--- src/design/psrc_regs.svh ---
// Register offsets, field positions and reset values of the peripheral reset control
`ifndef PSRC_REGS_SVH
`define PSRC_REGS_SVH
`define PSRC_GROUP0_OFFSET      12'h040
`define PSRC_GROUP1_OFFSET      12'h044
`define PSRC_CAP_ONE_OFFSET     12'h080
`define PSRC_CAP_TWO_OFFSET     12'h084
`define PSRC_GROUP0_RESET       32'h00000000
`define PSRC_GROUP1_RESET       32'h00000000
`define PSRC_CAP_ONE_RESET      32'h00100008
`define PSRC_CAP_TWO_RESET      32'h07070011
`define PSRC_PWM_BIT            20
`define PSRC_WATCHDOG_BIT       3
`define PSRC_COMPARATOR_TWO_RESET_BIT_BIT          26
`define PSRC_COMPARATOR_ONE_RESET_BIT_BIT          25
`define PSRC_COMPARATOR_ZERO_RESET_BIT_BIT          24
`define PSRC_GP_COUNTER_TWO_RESET_BIT_BIT         18
`define PSRC_GP_COUNTER_ONE_RESET_BIT_BIT         17
`define PSRC_GP_COUNTER_ZERO_RESET_BIT_BIT         16
`define PSRC_SYNC_SERIAL_ZERO_RESET_BIT_BIT           4
`define PSRC_ASYNC_SERIAL_ZERO_RESET_BIT_BIT          0
`define PSRC_GROUP0_RW_MASK     32'h00100008
`define PSRC_GROUP1_RW_MASK     32'h07070011
`endif

--- src/design/psrc_pkg.sv ---
// Types shared by the peripheral reset control files
package psrc_pkg;
    typedef logic [31:0] psrc_word_t;
    typedef enum logic [1:0] {
        PSRC_SEL_NONE,
        PSRC_SEL_GROUP0,
        PSRC_SEL_GROUP1,
        PSRC_SEL_CAP
    } psrc_sel_e;
endpackage

--- src/design/psrc_masked_reg.sv ---
// One software reset register with capability and field masked writes
`timescale 1ns/1ps
module psrc_masked_reg
    import psrc_pkg::*;
#(
    parameter psrc_word_t RW_MASK = 32'h00000000,
    parameter psrc_word_t RST_VAL = 32'h00000000
)(
    input  wire logic              hclk,
    input  wire logic              hresetn,
    input  wire logic              wr_en,
    input  wire psrc_pkg::psrc_word_t wr_data,
    input  wire psrc_pkg::psrc_word_t cap_mask,
    output psrc_pkg::psrc_word_t   value
);
    typedef struct packed {
        psrc_word_t bits;
    } psrc_mreg_s;

    psrc_mreg_s state;
    psrc_mreg_s next_state;
    psrc_word_t allow;

    initial
    begin
        if ((RST_VAL & ~RW_MASK) != 32'h00000000)
            $error("reset value sets read-only bits");
    end

    // Bits outside the capability mask keep their old value
    assign allow = RW_MASK & cap_mask;

    always_comb
    begin
        next_state = state;
        if (wr_en)
            next_state.bits = (state.bits & ~allow) | (wr_data & allow);
    end

    always_ff @(posedge hclk or negedge hresetn)
    begin
        if (!hresetn)
            state <= '{bits: RST_VAL};
        else
            state <= next_state;
    end

    assign value = state.bits;

    property p_masked_hold;
        @(posedge hclk) disable iff (!hresetn)
        wr_en |=> ((value & ~$past(allow)) == ($past(value) & ~$past(allow)));
    endproperty
    a_masked_hold: assert property (p_masked_hold) else $error("masked bit changed on write");
endmodule // psrc_masked_reg

--- src/design/psrc_reset_fanout.sv ---
// Turns reset control bits into per-peripheral reset levels
`timescale 1ns/1ps
module psrc_reset_fanout
    import psrc_pkg::*;
(
    input  wire logic                 hclk,
    input  wire logic                 hresetn,
    input  wire psrc_pkg::psrc_word_t group0,
    input  wire psrc_pkg::psrc_word_t group1,
    output logic [9:0]                periph_reset
);
`include "psrc_regs.svh"
    typedef struct packed {
        logic [9:0] rst;
    } psrc_fan_s;

    psrc_fan_s state;
    psrc_fan_s next_state;

    // Registered so peripherals see a glitch-free reset level
    always_comb
    begin
        next_state.rst = {group0[`PSRC_PWM_BIT], group0[`PSRC_WATCHDOG_BIT],
                          group1[`PSRC_COMPARATOR_TWO_RESET_BIT_BIT], group1[`PSRC_COMPARATOR_ONE_RESET_BIT_BIT], group1[`PSRC_COMPARATOR_ZERO_RESET_BIT_BIT],
                          group1[`PSRC_GP_COUNTER_TWO_RESET_BIT_BIT], group1[`PSRC_GP_COUNTER_ONE_RESET_BIT_BIT], group1[`PSRC_GP_COUNTER_ZERO_RESET_BIT_BIT],
                          group1[`PSRC_SYNC_SERIAL_ZERO_RESET_BIT_BIT], group1[`PSRC_ASYNC_SERIAL_ZERO_RESET_BIT_BIT]};
    end

    always_ff @(posedge hclk or negedge hresetn)
    begin
        if (!hresetn)
            state <= '{rst: 10'h000};
        else
            state <= next_state;
    end

    assign periph_reset = state.rst;
endmodule // psrc_reset_fanout

--- src/design/psrc_top.sv ---
// Peripheral software reset control with an AHB-Lite register port
//
// Our own choice: the AHB-Lite slave port.
`timescale 1ns/1ps
module psrc_top
    import psrc_pkg::*;
#(
    parameter psrc_word_t CAP_ONE_DEFAULT = 32'h00100008,
    parameter psrc_word_t CAP_TWO_DEFAULT = 32'h07070011
)(
    input  wire logic        hclk,
    input  wire logic        hresetn,
    input  wire logic        hsel,
    input  wire logic [11:0] haddr,
    input  wire logic [1:0]  htrans,
    input  wire logic        hwrite,
    input  wire logic [2:0]  hsize,
    input  wire logic        hready,
    input  wire logic [31:0] hwdata,
    output logic [31:0]      hrdata,
    output logic             hreadyout,
    output logic             hresp,
    output logic             pwm_reset,
    output logic             watchdog_reset_bit,
    output logic             comparator_zero_reset_bit,
    output logic             comparator_one_reset_bit,
    output logic             comparator_two_reset_bit,
    output logic             gp_counter_zero_reset_bit,
    output logic             gp_counter_one_reset_bit,
    output logic             gp_counter_two_reset_bit,
    output logic             sync_serial_zero_reset_bit,
    output logic             async_serial_zero_reset_bit
);
`include "psrc_regs.svh"

    initial
    begin
        if ((CAP_ONE_DEFAULT & ~`PSRC_GROUP0_RW_MASK) != 32'h00000000)
            $error("capability one names bits with no reset control");
        if ((CAP_TWO_DEFAULT & ~`PSRC_GROUP1_RW_MASK) != 32'h00000000)
            $error("capability two names bits with no reset control");
    end

    typedef struct packed {
        logic       wr_pend;
        psrc_sel_e  wr_sel;
        logic       wr_cap1;
        psrc_word_t cap_one;
        psrc_word_t cap_two;
        psrc_word_t rdata;
    } psrc_top_s;

    psrc_top_s  state;
    psrc_top_s  next_state;
    psrc_word_t group0;
    psrc_word_t group1;
    logic [9:0] periph_reset;
    logic       wr_g0;
    logic       wr_g1;
    logic       addr_ok;
    psrc_sel_e  addr_sel;
    logic       addr_cap1;

    // Decode a word address into the register it selects
    function automatic psrc_sel_e decode(input logic [11:0] a);
        case (a)
            `PSRC_GROUP0_OFFSET:  decode = PSRC_SEL_GROUP0;
            `PSRC_GROUP1_OFFSET:  decode = PSRC_SEL_GROUP1;
            `PSRC_CAP_ONE_OFFSET: decode = PSRC_SEL_CAP;
            `PSRC_CAP_TWO_OFFSET: decode = PSRC_SEL_CAP;
            default:              decode = PSRC_SEL_NONE;
        endcase
    endfunction

    assign addr_ok   = hsel && hready && htrans[1];
    assign addr_sel  = decode(haddr);
    assign addr_cap1 = (haddr == `PSRC_CAP_ONE_OFFSET);

    // Writes land at the end of the data phase, so a read whose address phase overlaps it sees the old data
    assign wr_g0 = state.wr_pend && (state.wr_sel == PSRC_SEL_GROUP0);
    assign wr_g1 = state.wr_pend && (state.wr_sel == PSRC_SEL_GROUP1);

    always_comb
    begin
        next_state = state;
        next_state.wr_pend = 1'b0;
        if (state.wr_pend && state.wr_sel == PSRC_SEL_CAP)
        begin
            // Capability words are writable here so one netlist covers derivatives
            if (state.wr_cap1)
                next_state.cap_one = hwdata & `PSRC_GROUP0_RW_MASK;
            else
                next_state.cap_two = hwdata & `PSRC_GROUP1_RW_MASK;
        end
        if (addr_ok)
        begin
            next_state.wr_pend = hwrite;
            next_state.wr_sel  = addr_sel;
            next_state.wr_cap1 = addr_cap1;
            if (!hwrite)
            begin
                case (addr_sel)
                    PSRC_SEL_GROUP0: next_state.rdata = group0;
                    PSRC_SEL_GROUP1: next_state.rdata = group1;
                    PSRC_SEL_CAP:    next_state.rdata = addr_cap1 ? state.cap_one : state.cap_two;
                    default:         next_state.rdata = 32'h00000000;
                endcase
            end
        end
    end

    always_ff @(posedge hclk or negedge hresetn)
    begin
        if (!hresetn)
            state <= '{wr_pend: 1'b0, wr_sel: PSRC_SEL_NONE, wr_cap1: 1'b0,
                       cap_one: `PSRC_CAP_ONE_RESET, cap_two: `PSRC_CAP_TWO_RESET, rdata: 32'h00000000};
        else
            state <= next_state;
    end

    assign hrdata    = state.rdata;
    assign hreadyout = 1'b1;
    assign hresp     = 1'b0;

    psrc_masked_reg #(
        .RW_MASK (`PSRC_GROUP0_RW_MASK),
        .RST_VAL (`PSRC_GROUP0_RESET)
    ) u_group0 (
        .hclk     (hclk),
        .hresetn  (hresetn),
        .wr_en    (wr_g0),
        .wr_data  (hwdata),
        .cap_mask (state.cap_one),
        .value    (group0)
    );

    psrc_masked_reg #(
        .RW_MASK (`PSRC_GROUP1_RW_MASK),
        .RST_VAL (`PSRC_GROUP1_RESET)
    ) u_group1 (
        .hclk     (hclk),
        .hresetn  (hresetn),
        .wr_en    (wr_g1),
        .wr_data  (hwdata),
        .cap_mask (state.cap_two),
        .value    (group1)
    );

    psrc_reset_fanout u_fanout (
        .hclk         (hclk),
        .hresetn      (hresetn),
        .group0       (group0),
        .group1       (group1),
        .periph_reset (periph_reset)
    );

    assign pwm_reset                   = periph_reset[9];
    assign watchdog_reset_bit          = periph_reset[8];
    assign comparator_two_reset_bit    = periph_reset[7];
    assign comparator_one_reset_bit    = periph_reset[6];
    assign comparator_zero_reset_bit   = periph_reset[5];
    assign gp_counter_two_reset_bit    = periph_reset[4];
    assign gp_counter_one_reset_bit    = periph_reset[3];
    assign gp_counter_zero_reset_bit   = periph_reset[2];
    assign sync_serial_zero_reset_bit  = periph_reset[1];
    assign async_serial_zero_reset_bit = periph_reset[0];

    property p_g0_masked;
        @(posedge hclk) disable iff (!hresetn)
        wr_g0 |=> (group0 == (($past(group0) & ~($past(state.cap_one) & `PSRC_GROUP0_RW_MASK))
                   | ($past(hwdata) & $past(state.cap_one) & `PSRC_GROUP0_RW_MASK)));
    endproperty
    a_g0_masked: assert property (p_g0_masked) else $error("group0 write not masked");

    property p_g1_masked;
        @(posedge hclk) disable iff (!hresetn)
        wr_g1 |=> (group1 == (($past(group1) & ~($past(state.cap_two) & `PSRC_GROUP1_RW_MASK))
                   | ($past(hwdata) & $past(state.cap_two) & `PSRC_GROUP1_RW_MASK)));
    endproperty
    a_g1_masked: assert property (p_g1_masked) else $error("group1 write not masked");

    property p_g0_read;
        @(posedge hclk) disable iff (!hresetn)
        (addr_ok && !hwrite && haddr == `PSRC_GROUP0_OFFSET && !wr_g0) |=> (hrdata == $past(group0));
    endproperty
    a_g0_read: assert property (p_g0_read) else $error("group0 read wrong");

    property p_g1_read;
        @(posedge hclk) disable iff (!hresetn)
        (addr_ok && !hwrite && haddr == `PSRC_GROUP1_OFFSET && !wr_g1) |=> (hrdata == $past(group1));
    endproperty
    a_g1_read: assert property (p_g1_read) else $error("group1 read wrong");

    property p_pwm_out;
        @(posedge hclk) disable iff (!hresetn)
        ##1 (pwm_reset == $past(group0[`PSRC_PWM_BIT]));
    endproperty
    a_pwm_out: assert property (p_pwm_out) else $error("pwm reset not following bit");

    property p_wdt_out;
        @(posedge hclk) disable iff (!hresetn)
        ##1 (watchdog_reset_bit == $past(group0[`PSRC_WATCHDOG_BIT]));
    endproperty
    a_wdt_out: assert property (p_wdt_out) else $error("watchdog reset not following bit");

    property p_comp_out;
        @(posedge hclk) disable iff (!hresetn)
        ##1 ({comparator_two_reset_bit, comparator_one_reset_bit, comparator_zero_reset_bit}
             == $past(group1[26:24]));
    endproperty
    a_comp_out: assert property (p_comp_out) else $error("comparator resets wrong");

    property p_timer_out;
        @(posedge hclk) disable iff (!hresetn)
        ##1 ({gp_counter_two_reset_bit, gp_counter_one_reset_bit, gp_counter_zero_reset_bit}
             == $past(group1[18:16]));
    endproperty
    a_timer_out: assert property (p_timer_out) else $error("timer resets wrong");

    property p_serial_out;
        @(posedge hclk) disable iff (!hresetn)
        ##1 (sync_serial_zero_reset_bit == $past(group1[`PSRC_SYNC_SERIAL_ZERO_RESET_BIT_BIT])
             && async_serial_zero_reset_bit == $past(group1[`PSRC_ASYNC_SERIAL_ZERO_RESET_BIT_BIT]));
    endproperty
    a_serial_out: assert property (p_serial_out) else $error("serial resets wrong");

    property p_reserved_zero;
        @(posedge hclk) disable iff (!hresetn)
        ((group0 & ~`PSRC_GROUP0_RW_MASK) == 32'h00000000)
        && ((group1 & ~`PSRC_GROUP1_RW_MASK) == 32'h00000000);
    endproperty
    a_reserved_zero: assert property (p_reserved_zero) else $error("reserved bit set");

    property p_hold_release;
        @(posedge hclk) disable iff (!hresetn)
        $fell(group0[`PSRC_WATCHDOG_BIT]) |=> !watchdog_reset_bit;
    endproperty
    a_hold_release: assert property (p_hold_release) else $error("watchdog not released");
endmodule // psrc_top

--- config.mk ---
export PLATFORM = sky130hd
export DESIGN_NAME = psrc_top
export DESIGN_NICKNAME = d
export VERILOG_FILES = /design/src/design/psrc_pkg.sv /design/src/design/psrc_masked_reg.sv /design/src/design/psrc_reset_fanout.sv /design/src/design/psrc_top.sv
export VERILOG_INCLUDE_DIRS = /design/src /design/src/design
export SDC_FILE = /design/constraint.sdc
export NUM_CORES = 1
export LEC_CHECK = 0
export BUFFER_PORTS_ARGS = -buffer_cell sky130_fd_sc_hd__buf_2
export CORE_ASPECT_RATIO = 1.25
export CORE_UTILIZATION = 37
export CTS_CLUSTER_SIZE = 20
export DETAILED_ROUTE_END_ITERATION = 12
export PLACE_DENSITY = 0.66
export SYNTH_ARGS = -nofsm -noshare
export SYNTH_HDL_FRONTEND = slang
export SYNTH_SLANG_ARGS = --single-unit
--- constraint.sdc ---
create_clock -name hclk -period 1.4 [get_ports hclk]
set_input_delay 0.14 -clock hclk [delete_from_list [all_inputs] [get_ports hclk]]
set_output_delay 0.14 -clock hclk [all_outputs]
set_load 0.1 [all_outputs]
==> impl_metrics.csv, run 1 <==
group,metric,value,unit
die,io_pins,98,
synthesis,syn_area,0.00203,mm2
sta,layout_min_cycle_time,1.27,ns
clock_network,cts.clk_slew.worst_paths,0.08,ns
min_path,hold_path_class,"in -> reg",
drt,route.detailed.wl_per_inst,12.6,um
die,row_count,29,
synthesis,ys_async_sr_fraction,100,%
sta,period_share,90.8,%
power_and_ir_drop,p_per_area,1170,mW/mm2
power_and_ir_drop,fin_total_pwr,2.71,mW
finish,antenna_cells_inserted,0,
min_path,timing.hold.worst_path_depth,3,
power_and_ir_drop,leakagePower,1.08,nW
clock_network,clock_sinks,44,
global_routing,grt_use_total,13.6,%
setup_path,required,1.57,ns
synthesis,netlist_top_cells_area,"sky130_fd_sc_hd__dfrtp_1 (42%), sky130_fd_sc_hd__dfstp_2 (13%), sky130_fd_sc_hd__buf_4 (13%), sky130_fd_sc_hd__mux2_2 (11%), sky130_fd_sc_hd__o31ai_1 (4.4%)",
clock_network,cts_buffers,5,
clock_network,tritoncts,"done",
synthesis,synth-edff-count,0,
setup_path,critical_path_peak_fanout,8,
synthesis,synth_seq_area_share,54.7,%
drt,post-route-drc-count,0,
power_and_ir_drop,power.ir.vdd_worst,0.637,mV
min_path,hold-path-endpoint,"state[99]",
job,cap_violations,0,
clock_network,cts.repair_timing.setup_buffer_count,0,
clock_network,h-tree-depth,2,
min_path,worstHoldStart,"hwrite",
global_routing,grt_start_max_net_pins,29,
power_and_ir_drop,clock_network_power_share,29.2,%
drt,dr.first_iter.drc_count,73,
die,die_extent_in_x,68.3,um
die,fp.dieArea,0.00580,mm2
die,core_region_area,0.00519,mm2
setup_path,cp-end-kind,"flop",
die,die_height,84.9,um
clock_network,cts_root_buffer,"sky130_fd_sc_hd__clkbuf_8",
power_and_ir_drop,p_int,1.82,mW
sta,timing_hold_violations_final,0,
synthesis,synthesis.yosys.warnings,0,
power_and_ir_drop,p_seq_share,49.8,%
drt,detail_route.wirelength,3.52,mm
setup_path,reg2reg_slack,0.13,ns
synthesis,yosys.cell_types.count,23,
setup_path,timing.rr.start,"state[98]",
clock_network,clock_latency_on_the_worst_skew_pair,0.29,ns
place,hpwlAfterDp,2.57,mm
place,post-place-cells,270,
synthesis,synth_ff_type,"sky130_fd_sc_hd__dfrtp_1",
global_routing,overflow,0,
power_and_ir_drop,power_switching_share,33.1,%
sta,maxClockFrequency,787,MHz
drt,detail-route-antenna-nets,0,
sta,timing.setup.tns,0,ns
global_routing,grt_pass1_wl,5.67,mm
setup_path,setup.worst_path.start_class,"flop",
clock_network,clk_path_buf_depth,2,
place,pre_cts_ws,0.0759,ns
sta,slew_violations,0,
drt,detail_route.vias_per_cell,4.70,
finish,final_cell_count_no_fill,279,
finish,nNetsFinal,270,
drt,vias,1311,
finish,area.growth.synth_to_final,14.0,%
synthesis,ys_seq_elements,44,
global_routing,first_global_vias,1222,
power_and_ir_drop,combPwrFrac,21.0,%
synthesis,yosys.area.top_type,"sky130_fd_sc_hd__dfrtp_1",
finish,final_core_utilization,44.7,%
sta,setup_violations,0,
synthesis,postSynthAreaPerCell,11.9,um2
synthesis,synth_top_area_share,41.8,%
sta,final.setup_skew,0.00501,ns
place,port_buffers,47,
die,starting_utilization_of_the_core_area,39.2,%
power_and_ir_drop,net-switching-power,898,uW
sta,setup_slack,0.129,ns
setup_path,cp.arrival,1.44,ns
synthesis,synthesis.instances,171,
setup_path,worst-setup-path-type,"reg -> reg",
global_routing,antenna_found_initial,0,
finish,drive_above_1_share,43.3,%
drt,drt_pre_antenna_iters,4,
sta,grt_setup_unrepaired,"false",
status,outcome,"finished, final reports clean",
setup_path,reg2regPathDepth,3,
place,gpl.final_weighted_congestion,0.721,
## worst max-delay path, cell delays in order, from the launching register on
cell and delay [ns]:
sky130_fd_sc_hd__dfrtp_1 0.42, sky130_fd_sc_hd__and3b_2 0.31, sky130_fd_sc_hd__nand2_1 0.10, sky130_fd_sc_hd__mux2_2 0.32
## synth_stat cells (3+ instances only)
master,instances
sky130_fd_sc_hd__buf_2,3
sky130_fd_sc_hd__buf_4,34
sky130_fd_sc_hd__dfrtp_1,34
sky130_fd_sc_hd__dfstp_2,10
sky130_fd_sc_hd__mux2_2,20
sky130_fd_sc_hd__nand2_1,23
sky130_fd_sc_hd__a22oi_1,10
sky130_fd_sc_hd__o31ai_1,12
## power by group through the flow
stage                     Sequential, mW  Combinational (mW)  Clock [mW]
final                               1.35               0.569       0.793
after global routing                1.36               0.596       0.882
after CTS                           1.35               0.572       0.823
after detailed placement            1.38               0.570           0
after global placement              1.37               0.566           0
after floorplan                     1.48               0.399           0
## cell type report
cell class                 count  area [um2]
sequential                    44        1110
fill                         506        2870
clock buffer                   8        90.1
multi-input combinational    108         719
tap                           62        77.6
timing repair buffer          55         310
inverter                       2        7.51
## per-layer routing
metal  vias up  track usage (%)  part of all wire [%]
li1        624                -                     -
met1       628             16.5                    41
met2        54             22.0                    52
met3         5             3.76                   5.5
met4         0             5.87                   1.4
met5         -                0                     0
## cell usage in the layout (no fill, tap or decap), drive strengths merged, types with 2 or more instances in the layout
cell type / instances
nor2: 2
a22oi: 10
buf: 54
mux2: 20
nand2: 23
dfrtp: 34
dfstp: 10
nand3: 2
inv: 2
conb: 24
and3b: 2
a21oi: 2
nor2b: 2
nand4b: 2
o31ai: 12
nand4: 3
clkbuf: 8
## what timing repair did
| item | in CTS | in global routing |
|---|---|---|
| hold endpoints to repair | 13 | 0 |
| setup endpoints to repair | 0 | 2 |
| resized for setup | 0 | 1 |
| hold buffers | 1 | 0 |
## cells by family after synthesis
group           share of synthesized area [%]
flops                                    54.7
mux                                      11.1
compound gates                           8.86
simple gates                             10.9
other cells                             0.369
buf+inv                                  14.0
## stage by stage
stage	hold slack (ns)	cell area (um2)
after floorplan	-0.156	2120
after global placement	0.0881	2220
after detailed placement	0.0920	2220
after CTS	0.0773	2320
after global routing	0.0791	2320
final	0.0842	2320
## how the worst max path moves through the flow
stage | start | cells after the start | to | slack (ns)
after CTS | state[97] | 3 | flop | 0.05
after global routing | state[98] | 3 | flop | 0.07
after global placement | state[98] | 3 | flop | 0.10
after floorplan | state[98] | 4 | flop | 0.20
after detailed placement | state[97] | 3 | flop | 0.08
final | state[98] | 3 | flop | 0.13
Note: power is estimated with default switching activity, not from simulation.
==> run 2: changes to the inputs <==
--- a/config.mk
+++ b/config.mk
@@ -11,6 +11,7 @@
 export CORE_UTILIZATION = 37
 export CTS_CLUSTER_SIZE = 20
 export DETAILED_ROUTE_END_ITERATION = 12
+export MAX_ROUTING_LAYER = met4
 export PLACE_DENSITY = 0.66
 export SYNTH_ARGS = -nofsm -noshare
 export SYNTH_HDL_FRONTEND = slang
==> run 2 against run 1 <==
Count of clock-buffer cells in the layout unchanged; utilization did not move; wire length increased by 0.45%; cell count stayed put; clock skew about the same; die area unchanged; combinational power hardly changed; clock power about the same; first-iteration DRC count down 11%; largest cell class unchanged.
==> impl_metrics.csv, run 2 (synthesis gave the netlist of run 1 again) <==
group,metric,value,unit
status,outcome,"finished, final reports clean",
sta,slew_violations,0,
job,cap_violations,0,
setup_path,critical_path_peak_fanout,8,
finish,final_cell_count_no_fill,279,
clock_network,clock_sinks,44,
drt,met2RoutedLength,1.83,mm
finish,antenna_cells_inserted,0,
die,fp.dieArea,0.00580,mm2
drt,drt_pre_antenna_iters,4,
min_path,hold_path_class,"in -> reg",
finish,nNetsFinal,270,
sta,maxClockFrequency,786,MHz
place,port_buffers,47,
die,row_count,29,
place,gpl.final_weighted_congestion,0.729,
setup_path,cp.arrival,1.45,ns
die,die_height,84.9,um
power_and_ir_drop,p_seq_share,49.8,%
sta,layout_min_cycle_time,1.27,ns
sta,finalHoldWorstSlack,0.0839,ns
setup_path,setup.worst_path.start_class,"flop",
place,pre_cts_ws,0.0759,ns
die,io_pins,98,
power_and_ir_drop,leakagePower,1.08,nW
power_and_ir_drop,combPwrFrac,21.0,%
power_and_ir_drop,p_per_area,1170,mW/mm2
finish,layout_commonest_cell,"sky130_fd_sc_hd__buf_2",
power_and_ir_drop,power.ir.vdd_worst,0.634,mV
sta,setup_violations,0,
place,hpwlAfterDp,2.57,mm
power_and_ir_drop,clock_network_power_share,29.2,%
drt,met1Wirelength,1.48,mm
drt,routed-wl-met3,173,um
sta,timing_hold_violations_final,0,
drt,detail_route.wirelength,3.53,mm
drt,detail_route.vias_per_cell,4.72,
die,die_extent_in_x,68.3,um
global_routing,overflow,0,
place,post-place-cells,270,
power_and_ir_drop,net-switching-power,897,uW
global_routing,antenna_found_initial,0,
drt,vias,1317,
global_routing,grt_pass1_wl,5.67,mm
clock_network,cts_root_buffer,"sky130_fd_sc_hd__clkbuf_8",
finish,final-seq-area,0.00111,mm2
global_routing,grt_start_max_net_pins,29,
sta,setup_slack,0.128,ns
finish,final_core_utilization,44.7,%
min_path,timing.hold.worst_path_depth,3,
sta,final.setup_skew,0.00509,ns
power_and_ir_drop,power_switching_share,33.1,%
clock_network,tritoncts,"done",
finish,multi_input_gate_area,719,um2
setup_path,worst-setup-path-type,"reg -> reg",
setup_path,reg2regPathDepth,3,
sta,grt_setup_unrepaired,"false",
setup_path,cp-end-kind,"flop",
clock_network,cts_buffers,5,
clock_network,cts.clk_slew.worst_paths,0.08,ns
die,core_region_area,0.00519,mm2
clock_network,clk_path_buf_depth,2,
finish,area.growth.synth_to_final,14.0,%
finish,mostFrequentLayoutCells,"sky130_fd_sc_hd__buf_2 (47), sky130_fd_sc_hd__dfrtp_1 (34), sky130_fd_sc_hd__conb_1 (24)",
sta,timing.setup.tns,0,ns
setup_path,required,1.57,ns
clock_network,clock_latency_on_the_worst_skew_pair,0.29,ns
clock_network,h-tree-depth,2,
finish,drive_above_1_share,43.3,%
sta,period_share,90.8,%
global_routing,first_global_vias,1224,
clock_network,cts.repair_timing.setup_buffer_count,0,
drt,dr.first_iter.drc_count,65,
finish,final.fill_count,506,
drt,post-route-drc-count,0,
drt,route.top_layer_used,"met4",
power_and_ir_drop,p_int,1.82,mW
die,starting_utilization_of_the_core_area,39.2,%
drt,route.detailed.wl_per_inst,12.7,um
drt,detail-route-antenna-nets,0,
global_routing,grt_use_total,13.9,%
run 2: power by group through the flow:
stage	clock, mW	sequential, mW	combinational, mW
3_5_place_dp	0	1.38	0.570
3_3_place_gp	0	1.37	0.566
6_report	0.792	1.35	0.569
2_1_floorplan	0	1.48	0.399
5_1_grt	0.878	1.36	0.596
4_1_cts	0.823	1.35	0.572
run 2: path summary, 6_finish.rpt:
check,start,endpoint,slack [ns]
worst min register to register,flop,u_fanout.periph_reset[8],0.40
worst min-delay path,hwrite,state[99],0.08
max in group asynchronous,hresetn,state[58],0.53
min in group asynchronous,hresetn,u_fanout.periph_reset[9],0.31
worst max register to register,state[98],flop,0.13
worst max-delay path,state[98],flop,0.13
run 2: per-stage QoR:
| step | instance area (um2) | power, mW |
|---|---|---|
| final | 2320 | 2.71 |
| after global routing | 2320 | 2.83 |
| after CTS | 2320 | 2.75 |
| after detailed placement | 2220 | 1.94 |
| after global placement | 2220 | 1.94 |
| after floorplan | 2120 | 1.88 |
run 2: area by class of cell:
| type | count | area share [%] |
|---|---|---|
| Sequential cell | 44 | 48.0 |
| Tap cell | 62 | 3.35 |
| Inverter | 2 | 0.324 |
| Clock buffer | 8 | 3.89 |
| Timing Repair Buffer | 55 | 13.4 |
| Multi-Input combinational cell | 108 | 31.0 |
run 2: critical path, cell delays in order (launching register included):
cell and delay (ns):
sky130_fd_sc_hd__dfrtp_1 0.42, sky130_fd_sc_hd__and3b_2 0.31, sky130_fd_sc_hd__nand2_1 0.10, sky130_fd_sc_hd__mux2_2 0.32
run 2: timing repair:
| item | CTS | global route |
|---|---|---|
| hold buffers | 1 | 0 |
| endpoints found under the hold margin | 13 | 0 |
| setup endpoints to repair | 0 | 2 |
| resized for setup | 0 | 1 |
run 2: routing by layer:
metal  vias to the layer above  global-route usage, %
met4                         0                   6.44
met1                       636                   16.5
met2                        52                   22.0
li1                        624                      -
met3                         5                   2.96
met5                         -                      -
